[src/core/simd_alu_map.vh]
// Purpose: Constants for the packed SIMD integer datapath.
// Assumes: 64-bit operands, one operation code per request.
// Notes: Included by the datapath top and its checker.
//
// Notes on behaviour
// - Signed word max returns the larger signed value in each of four lanes.
// - Signed word min returns the smaller signed value in each of four lanes.
// - Unsigned byte max returns the larger unsigned value in each byte lane.
// - Unsigned byte min returns the smaller unsigned value in each byte lane.
// - High multiply gives upper 16 bits of each signed or unsigned word product.
// - Byte absolute differences are summed into word 0; upper words are zero.
// - Average adds elements with carry-in, then shifts each sum right once.
// - Average keeps each lane's carry out as the shifted result's top bit.
// - Byte average uses unsigned byte lanes, word average unsigned word lanes.
// - Average writes a register result; source may be register or memory.
// - Saturating add and subtract exist only for byte and word lanes.
// - Subtract saturation follows operand signedness; no signed-in unsigned-out form.
// - Plain word subtract wraps modulo 2^16, so negating 8000 hex gives 8000 hex.
// - Multiply-add does four 16-bit products and two additions per operand.
`ifndef SIMD_ALU_MAP_VH
`define SIMD_ALU_MAP_VH

`define OP_W 5
`define OP_MAXSW 5'h00
`define OP_MINSW 5'h01
`define OP_MAXUB 5'h02
`define OP_MINUB 5'h03
`define OP_MULHUW 5'h04
`define OP_MULHW 5'h05
`define OP_SADBW 5'h06
`define OP_AVGB 5'h07
`define OP_AVGW 5'h08
`define OP_MADDWD 5'h09
`define OP_ADDSB 5'h0a
`define OP_ADDSW 5'h0b
`define OP_ADDUSB 5'h0c
`define OP_ADDUSW 5'h0d
`define OP_SUBSB 5'h0e
`define OP_SUBSW 5'h0f
`define OP_SUBUSB 5'h10
`define OP_SUBUSW 5'h11
`define OP_ADDW 5'h12
`define OP_SUBW 5'h13
`define AVG_CARRY_IN 1'b1

`endif

[src/core/word_lane_mul.v]
// Purpose: One 16x16 word multiplier lane, signed or unsigned.
// Assumes: Purely combinational; the caller registers the product.
// Notes: Full 32-bit product is returned.
`timescale 1ns/1ps
`default_nettype none
module word_lane_mul (
   input wire [15:0] i_a,
   input wire [15:0] i_b,
   input wire i_signed,
   output wire [31:0] o_prod
);
   wire [16:0] a_ext;
   wire [16:0] b_ext;
   wire signed [33:0] full;

   assign a_ext = {i_signed & i_a[15], i_a};
   assign b_ext = {i_signed & i_b[15], i_b};
   assign full = $signed(a_ext) * $signed(b_ext);
   assign o_prod = full[31:0];
endmodule
`default_nettype wire

[src/core/byte_abs_diff.v]
// Purpose: Absolute difference of two unsigned bytes.
// Assumes: Purely combinational.
// Notes: Used by the sum of absolute differences.
`timescale 1ns/1ps
`default_nettype none
module byte_abs_diff (
   input wire [7:0] i_a,
   input wire [7:0] i_b,
   output wire [7:0] o_diff
);
   assign o_diff = (i_a >= i_b) ? (i_a - i_b) : (i_b - i_a);
endmodule
`default_nettype wire

[src/core/simd_int_alu.v]
// Purpose: Packed SIMD integer max/min, high multiply, SAD, average,
//          multiply-add and saturating add/subtract on 64-bit operands.
// Assumes: Operands already selected from register file or load unit.
// Notes: One cycle latency; o_valid pulses with the registered result.
`timescale 1ns/1ps
`default_nettype none
`include "simd_alu_map.vh"
module simd_int_alu (
   input wire i_clk,
   input wire i_rst_n,
   input wire i_valid,
   input wire [4:0] i_op,
   input wire [63:0] i_dst,
   input wire [63:0] i_src,
   input wire i_src_mem,
   output reg o_valid,
   output reg [63:0] o_result,
   output reg o_src_mem
);

   ////////////////////////////////////////////////////////////////////
   wire [63:0] maxsw;
   wire [63:0] minsw;
   wire [63:0] mulh;
   wire [63:0] avgw;
   wire [63:0] addsw;
   wire [63:0] addusw;
   wire [63:0] subsw;
   wire [63:0] subusw;
   wire [63:0] addw;
   wire [63:0] subw;
   wire [127:0] prods;
   wire [63:0] maxub;
   wire [63:0] minub;
   wire [63:0] avgb;
   wire [63:0] addsb;
   wire [63:0] addusb;
   wire [63:0] subsb;
   wire [63:0] subusb;
   wire [63:0] absd;
   wire mul_signed;

   // Only the signed high multiply and multiply-add extend the sign bit.
   assign mul_signed = (i_op == `OP_MULHW) || (i_op == `OP_MADDWD);

   localparam WORD_LANES = 4;
   localparam BYTE_LANES = 8;

   genvar w;
   generate
      for (w = 0; w < WORD_LANES; w = w + 1) begin : g_word
         wire [15:0] a;
         wire [15:0] b;

         wire [16:0] usum;
         wire [16:0] udif;
         wire [16:0] ssum;
         wire [16:0] sdif;

         wire [16:0] avg_cin;
         wire [16:0] avg_sum;
         wire [31:0] p;

         wire s_gt;
         wire s_lt;
         wire add_ovf;
         wire sub_ovf;
         wire [15:0] add_lim;
         wire [15:0] sub_lim;

         assign a = i_dst[16*w+15:16*w];
         assign b = i_src[16*w+15:16*w];

         // Lane-local sums keep every carry and borrow inside the lane.
         assign usum = {1'b0, a} + {1'b0, b};
         assign udif = {1'b0, a} - {1'b0, b};
         assign ssum = {a[15], a} + {b[15], b};
         assign sdif = {a[15], a} - {b[15], b};

         assign s_gt = $signed(a) > $signed(b);
         assign s_lt = $signed(a) < $signed(b);
         assign maxsw[16*w+15:16*w] = s_gt ? a : b;
         assign minsw[16*w+15:16*w] = s_lt ? a : b;

         word_lane_mul u_mul (
            .i_a(a),
            .i_b(b),
            .i_signed(mul_signed),
            .o_prod(p)
         );
         assign prods[32*w+31:32*w] = p;
         assign mulh[16*w+15:16*w] = p[31:16];

         assign avg_cin = {16'h0000, `AVG_CARRY_IN};
         assign avg_sum = {1'b0, a} + {1'b0, b} + avg_cin;
         // Carry out lands in bit 15 after the shift.
         assign avgw[16*w+15:16*w] = avg_sum[16:1];

         // Saturation kind follows operand signedness.
         assign add_ovf = ssum[16] != ssum[15];
         assign sub_ovf = sdif[16] != sdif[15];
         assign add_lim = ssum[16] ? 16'h8000 : 16'h7fff;
         assign sub_lim = sdif[16] ? 16'h8000 : 16'h7fff;
         assign addsw[16*w+15:16*w] = add_ovf ? add_lim : ssum[15:0];
         assign addusw[16*w+15:16*w] = usum[16] ? 16'hffff : usum[15:0];
         assign subsw[16*w+15:16*w] = sub_ovf ? sub_lim : sdif[15:0];
         assign subusw[16*w+15:16*w] = udif[16] ? 16'h0000 : udif[15:0];

         assign addw[16*w+15:16*w] = usum[15:0];
         // Wraps, so 0 - 8000 hex stays 8000 hex.
         assign subw[16*w+15:16*w] = udif[15:0];
      end
   endgenerate

   ////////////////////////////////////////////////////////////////////
   genvar k;
   generate
      for (k = 0; k < BYTE_LANES; k = k + 1) begin : g_byte
         wire [7:0] a;
         wire [7:0] b;

         wire [8:0] usum;
         wire [8:0] udif;
         wire [8:0] ssum;
         wire [8:0] sdif;

         wire [8:0] avg_cin;
         wire [8:0] avg_sum;

         wire u_gt;
         wire u_lt;
         wire add_ovf;
         wire sub_ovf;
         wire [7:0] add_lim;
         wire [7:0] sub_lim;

         assign a = i_dst[8*k+7:8*k];
         assign b = i_src[8*k+7:8*k];

         assign usum = {1'b0, a} + {1'b0, b};
         assign udif = {1'b0, a} - {1'b0, b};
         assign ssum = {a[7], a} + {b[7], b};
         assign sdif = {a[7], a} - {b[7], b};

         assign u_gt = a > b;
         assign u_lt = a < b;
         assign maxub[8*k+7:8*k] = u_gt ? a : b;
         assign minub[8*k+7:8*k] = u_lt ? a : b;

         assign avg_cin = {8'h00, `AVG_CARRY_IN};
         assign avg_sum = {1'b0, a} + {1'b0, b} + avg_cin;
         // The ninth sum bit becomes the top result bit.
         assign avgb[8*k+7:8*k] = avg_sum[8:1];

         assign add_ovf = ssum[8] != ssum[7];
         assign sub_ovf = sdif[8] != sdif[7];
         assign add_lim = ssum[8] ? 8'h80 : 8'h7f;
         assign sub_lim = sdif[8] ? 8'h80 : 8'h7f;
         assign addsb[8*k+7:8*k] = add_ovf ? add_lim : ssum[7:0];
         assign addusb[8*k+7:8*k] = usum[8] ? 8'hff : usum[7:0];
         assign subsb[8*k+7:8*k] = sub_ovf ? sub_lim : sdif[7:0];
         assign subusb[8*k+7:8*k] = udif[8] ? 8'h00 : udif[7:0];

         byte_abs_diff u_absd (
            .i_a(a),
            .i_b(b),
            .o_diff(absd[8*k+7:8*k])
         );
      end
   endgenerate

   ////////////////////////////////////////////////////////////////////
   // Eight bytes of at most ff hex sum to at most 7f8 hex, so 11 bits never overflow.
   // A running chain keeps each adder narrow at the cost of a deeper path.
   wire [10:0] sad_acc [0:8];
   wire [10:0] sad_sum;
   wire [63:0] sad_word;
   assign sad_acc[0] = 11'h000;
   genvar s;
   generate
      for (s = 0; s < BYTE_LANES; s = s + 1) begin : g_sad
         assign sad_acc[s+1] = sad_acc[s] + {3'b000, absd[8*s+7:8*s]};
      end
   endgenerate
   assign sad_sum = sad_acc[8];
   assign sad_word = {48'h0, 5'h00, sad_sum};

   // Adjacent signed products summed; the 32-bit add wraps on overflow.
   wire [31:0] prod0;
   wire [31:0] prod1;
   wire [31:0] prod2;
   wire [31:0] prod3;
   wire [31:0] madd_lo;
   wire [31:0] madd_hi;
   wire [63:0] madd_word;
   assign prod0 = prods[31:0];
   assign prod1 = prods[63:32];
   assign prod2 = prods[95:64];
   assign prod3 = prods[127:96];
   assign madd_lo = prod0 + prod1;
   assign madd_hi = prod2 + prod3;
   assign madd_word = {madd_hi, madd_lo};

   ////////////////////////////////////////////////////////////////////
   reg [63:0] result_next;
   // Unknown codes give zero rather than a stale lane result.
   always @* begin
      case (i_op)
         `OP_MAXSW: begin
            result_next = maxsw;
         end
         `OP_MINSW: begin
            result_next = minsw;
         end
         `OP_MAXUB: begin
            result_next = maxub;
         end
         `OP_MINUB: begin
            result_next = minub;
         end
         `OP_MULHUW: begin
            result_next = mulh;
         end
         `OP_MULHW: begin
            result_next = mulh;
         end
         `OP_SADBW: begin
            result_next = sad_word;
         end
         `OP_AVGB: begin
            result_next = avgb;
         end
         `OP_AVGW: begin
            result_next = avgw;
         end
         `OP_MADDWD: begin
            result_next = madd_word;
         end
         `OP_ADDSB: begin
            result_next = addsb;
         end
         `OP_ADDSW: begin
            result_next = addsw;
         end
         `OP_ADDUSB: begin
            result_next = addusb;
         end
         `OP_ADDUSW: begin
            result_next = addusw;
         end
         `OP_SUBSB: begin
            result_next = subsb;
         end
         `OP_SUBSW: begin
            result_next = subsw;
         end
         `OP_SUBUSB: begin
            result_next = subusb;
         end
         `OP_SUBUSW: begin
            result_next = subusw;
         end
         `OP_ADDW: begin
            result_next = addw;
         end
         `OP_SUBW: begin
            result_next = subw;
         end
         default: begin
            result_next = 64'h0;
         end
      endcase
   end

   ////////////////////////////////////////////////////////////////////
   // The whole 64-bit destination updates on one edge.
   always @(posedge i_clk or negedge i_rst_n) begin
      if (!i_rst_n) begin
         o_result <= 64'h0;
      end else begin
         if (i_valid) begin
            o_result <= result_next;
         end
      end
   end

   // The strobe follows every request, known code or not.
   always @(posedge i_clk or negedge i_rst_n) begin
      if (!i_rst_n) begin
         o_valid <= 1'b0;
      end else begin
         o_valid <= i_valid;
      end
   end

   // The memory tag is echoed every cycle; it never gates the result.
   always @(posedge i_clk or negedge i_rst_n) begin
      if (!i_rst_n) begin
         o_src_mem <= 1'b0;
      end else begin
         o_src_mem <= i_src_mem;
      end
   end
endmodule
`default_nettype wire

[config.mk]
export PLATFORM = sky130hd
export DESIGN_NAME = simd_int_alu
export DESIGN_NICKNAME = d
export VERILOG_FILES = /design/src/core/word_lane_mul.v /design/src/core/byte_abs_diff.v /design/src/core/simd_int_alu.v
export VERILOG_INCLUDE_DIRS = /design/src /design/src/core
export SDC_FILE = /design/constraint.sdc
export NUM_CORES = 2
export LEC_CHECK = 0
export BUFFER_PORTS_ARGS = -buffer_cell sky130_fd_sc_hd__buf_2
export CAP_MARGIN = 5
export CORE_AREA = 2 2 345 347
export CTS_CLUSTER_SIZE = 25
export DETAILED_ROUTE_END_ITERATION = 16
export DIE_AREA = 0 0 347 349
export GPL_TIMING_DRIVEN = 0
export PLACE_DENSITY = 0.82
export SYNTH_ARGS = -nofsm -noshare
export SYNTH_HDL_FRONTEND = slang
export SYNTH_HIERARCHICAL = 1
export SYNTH_SLANG_ARGS = --single-unit
[constraint.sdc]
create_clock -name i_clk -period 2.8 [get_ports i_clk]
set_input_delay 0.56 -clock i_clk [delete_from_list [all_inputs] [get_ports i_clk]]
set_output_delay 0.56 -clock i_clk [all_outputs]
set_load 0.01 [all_outputs]
==> impl_metrics.json, run 1 <==
{
  "outcome": "aborted with a tool error",
  "haltStage": "5_1_grt",
  "error": "[ERROR GRT-0116] Global routing finished with congestion. Check the congestion regions in the DRC Viewer.",
  "dominantRegCellSynth": "dfrtp_1",
  "synth_top_area_share_pct": 31.8,
  "syn_area_per_cell_um2": 8.04,
  "cts-root-buf": "clkbuf_16",
  "synth_seq_area_share_pct": 2.17,
  "gp_congestion": 1.16,
  "synth_area_leaders": "fa_1 (32%), ha_1 (11%), inv_1 (8.3%)",
  "yosysWarnings": 6,
  "cts_buffers": 9,
  "cts_buffer_depth": 2,
  "cts_sinks": 66,
  "io_buffers": 201,
  "io_pins": 203,
  "htreeDepth": 3,
  "place_inst": 11212,
  "die_width_um": 347,
  "grt.total_usage_pct": 74.8,
  "yosysMostFrequentCell": "inv_1",
  "fp-row-count": 126,
  "cts_hold_buf": 0,
  "ys_types": 129,
  "grt_pass1_vias": 96873,
  "synth_enable_flop_cells": 0,
  "grt_max_degree": 36,
  "initial_utilization_pct": 64.7,
  "synthArstFlopShare_pct": 100,
  "syn_inst": 9455,
  "grt_pass1_wl_um": 657000,
  "place_hpwl_um": 295000,
  "grt-ovfl-total": 95,
  "synth_nets": 11463,
  "fp.dieH_um": 349,
  "synth_common_cells": "inv_1 (1679), fa_1 (1209), nand2_1 (956)",
  "ys_seq_elements": 66,
  "yosysTopAreaCell": "fa_1",
  "syn_area_um2": 76000
}
## layer usage
metal	GRT usage, %	overflow
met1	76.0	2
met2	92.2	52
met3	58.1	1
met4	72.0	40
met5	27.7	0
## per-stage QoR
step                worst slack, ns  cell area [um^2]  setup TNS (ns)  utilization [%]
floorplan                     -5.52             76400         -291.67                -
CTS                           -5.99             86600         -325.69             73.7
detailed placement            -8.79             79600         -460.38             67.8
global placement              -8.96             79300         -465.46             67.5
## timing repair
action                      CTS
gates resized for setup    1128
cloned                        1
setup endpoints to repair    64
setup buffers               191
pin swaps                   384
## kinds of logic after synthesis
| logic type | count (synthesis) | synth area share (%) |
|---|---|---|
| AOI/OAI and AO/OA | 2037 | 19.0 |
| xor gates and xnor gates | 440 | 5.13 |
| adders and majority gates | 1906 | 43.2 |
| buffers and inverters | 2108 | 10.6 |
| DFF | 66 | 2.17 |
| muxes | 96 | 1.28 |
| and+or+nand+nor | 2802 | 18.6 |
==> inputs of run 2 (changes only) <==
--- a/config.mk
+++ b/config.mk
@@ -8,12 +8,11 @@
 export LEC_CHECK = 0
 export BUFFER_PORTS_ARGS = -buffer_cell sky130_fd_sc_hd__buf_2
 export CAP_MARGIN = 5
-export CORE_AREA = 2 2 345 347
-export CTS_CLUSTER_SIZE = 25
+export CORE_AREA = 2 2 439 441
 export DETAILED_ROUTE_END_ITERATION = 16
-export DIE_AREA = 0 0 347 349
+export DIE_AREA = 0 0 441 443
 export GPL_TIMING_DRIVEN = 0
-export PLACE_DENSITY = 0.82
+export PLACE_DENSITY_LB_ADDON = 0.15
 export SYNTH_ARGS = -nofsm -noshare
 export SYNTH_HDL_FRONTEND = slang
 export SYNTH_HIERARCHICAL = 1
==> impl_metrics.json, run 2 <==
{
  "ys_types": 129,
  "synth_enable_flop_cells": 0,
  "grt-ovfl-total": 0,
  "drt-wirelength-per-cell_um": 31.8,
  "synth_area_leaders": "fa_1 (32%), ha_1 (11%), inv_1 (8.3%)",
  "antenna_found_initial": 24,
  "cts_hold_buf": 0,
  "hold_class": "in2async",
  "rsz0062_at_grt": "yes",
  "synth_common_cells": "inv_1 (1679), fa_1 (1209), nand2_1 (956)",
  "outcome": "finished with violations",
  "final_nets": 11891,
  "fmax_mhz": 114,
  "dieArea_um2": 195000,
  "critical_path.startpoint": "i_op[2]",
  "place_ws_ns": -8.73,
  "syn_area_per_cell_um2": 8.04,
  "synthArstFlopShare_pct": 100,
  "coreArea_um2": 191000,
  "gp_congestion": 1.05,
  "r2r-end": "o_result[26]",
  "cts-root-buf": "clkbuf_16",
  "arrival_ns": 9.08,
  "worstPathMaxFanout": 7,
  "grt_pass1_wl_um": 556000,
  "grt.total_usage_pct": 39.8,
  "maxSlewViolCount": 96,
  "timing.critical_path.mode_cell": "fa_1",
  "syn_inst": 9455,
  "layout_common_cells": "inv_1 (1645), fa_1 (1189), nand2_1 (922), ha_1 (579), and2_1 (547)",
  "viasPerCell": 6.09,
  "regMostFlops": "o_result",
  "io_buffers": 201,
  "setup_viol": 64,
  "cts_tree": "yes",
  "largest_register_ffs": 64,
  "violations": "max-capacitance violations, max-slew violations, negative setup slack",
  "design_area_um2": 89900,
  "reg2regPathDepth": 8,
  "drive_above_1_share_pct": 15.0,
  "yosysTopAreaCell": "fa_1",
  "fp-row-count": 161,
  "clock_latency_ns": 0.44,
  "synth_nets": 11463,
  "cts_buffers": 9,
  "clkTransAtPathRegs_ns": 0.08,
  "reg2reg_slack_ns": -0.02,
  "ys_seq_elements": 66,
  "grt_max_degree": 35,
  "synthToLayoutAreaGrowth_pct": 18.3,
  "finalHoldViolations": 0,
  "postPlaceCellArea_um2": 81100,
  "slowest_delay_ns": 0.52,
  "syn_area_um2": 76000,
  "drc": 0,
  "dominantRegCellSynth": "dfrtp_1",
  "synth_top_area_share_pct": 31.8,
  "cts_sinks": 66,
  "ant_nets": 0,
  "die_width_um": 441,
  "path_class": "in2reg",
  "fp.dieH_um": 443,
  "setup.worst_path.end": "o_result[60]",
  "whs_ns": 0.108,
  "clock_skew_ns": 0,
  "drt_iter0_markers": 7554,
  "synth_seq_area_share_pct": 2.17,
  "initial_utilization_pct": 39.8,
  "cp-start-kind": "input port",
  "htreeDepth": 3,
  "worst-endpoint-required_ns": 3.10,
  "relSlewSlack_pct": -17.1,
  "io_pins": 203,
  "vias": 75764,
  "tightest_slew_ns": 1.76,
  "fin_crit_ns": 8.78,
  "yosysMostFrequentCell": "inv_1",
  "finalWirelength_um": 395000,
  "num-fill-cells": 18926,
  "cts_buffer_depth": 2,
  "final_min_period_over_clock_period_pct": 314,
  "crit_path_end_kind": "flip-flop",
  "mostFrequentLayoutCell": "inv_1",
  "top_regs": "o_result x64, o_src_mem x1, o_valid x1",
  "grt_pass1_vias": 75014,
  "slowest_stage": "fa_1",
  "r2r_start": "o_result[26]",
  "cap_viol_max_count": 11,
  "drtPass1Iterations": 8,
  "worst_slack_ns": -5.98,
  "place_hpwl_um": 322000,
  "yosysWarnings": 6
}
run 2: cell counts after synthesis:
No cell type changed its count.
run 2: final cells by class:
type | count | area (um^2) | share of cell area, %
Multi-Input combinational cell | 7281 | 71200 | 79.2
Clock buffer | 9 | 225 | 0.251
Sequential cell | 66 | 1650 | 1.84
Antenna cell | 18 | 45.0 | 0.0501
Inverter | 1685 | 6350 | 7.07
Buffer | 402 | 3100 | 3.45
Timing Repair Buffer | 438 | 4110 | 4.57
Clock inverter | 7 | 70.1 | 0.0779
Tap cell | 2526 | 3160 | 3.52
run 2: through the flow:
| step | utilization, % | TNS [ns] | std cells |
|---|---|---|---|
| 5_1_grt | 47.0 | -331.69 | 12415 |
| 3_5_place_dp | 42.4 | -458.07 | 12214 |
| 4_1_cts | 45.2 | -327.64 | 12314 |
| 3_3_place_gp | 42.1 | -497.44 | 12182 |
| 2_1_floorplan | - | -291.67 | 9455 |
| 6_report | 47.0 | -321.16 | 12432 |
run 2: routing by layer:
metal	GRT usage, %	up-vias	part of all wire [%]
met5	0	-	0.050
met4	24.3	18	7.7
met1	51.9	38520	40
met3	8.89	1027	9.4
met2	59.7	3936	43
li1	-	32263	-
run 2: logic make-up after synthesis:
kind of cell / after synthesis / share of synthesized area (%)
DFF: 66 / 2.17
AOI/OAI and AO/OA: 2037 / 19.0
buffers and inverters: 2108 / 10.6
xor gates and xnor gates: 440 / 5.13
muxes: 96 / 1.28
adders and majority gates: 1906 / 43.2
and+or+nand+nor: 2802 / 18.6
run 2: worst min-delay path by stage:
| stage | endpoint | depth (start not counted) |
|---|---|---|
| floorplan | o_result[0] | 0 |
| global placement | o_result[36] | 1 |
| detailed placement | o_result[34] | 1 |
| CTS | o_src_mem | 1 |
| global route | o_src_mem | 1 |
| finish | o_src_mem | 1 |
run 2: critical path: cells and delay by family:
| family | cells | cell delay (ns) |
|---|---|---|
| adders and majority gates | 8 | 3.52 |
| AOI/OAI and AO/OA | 10 | 2.11 |
| and+or+nand+nor | 8 | 1.43 |
| buffers and inverters | 7 | 0.76 |
| xor gates and xnor gates | 2 | 0.65 |
run 2: repair_timing:
| action | in CTS | in global routing |
|---|---|---|
| pin swaps | 199 | 335 |
| resized for setup | 965 | 669 |
| cloned | 0 | 1 |
| setup buffers | 97 | 114 |
| setup endpoints to repair | 64 | 64 |
Power of run 2 is not shown: default switching activity piles up to over one toggle a cycle in this logic, so the estimate is an artifact.
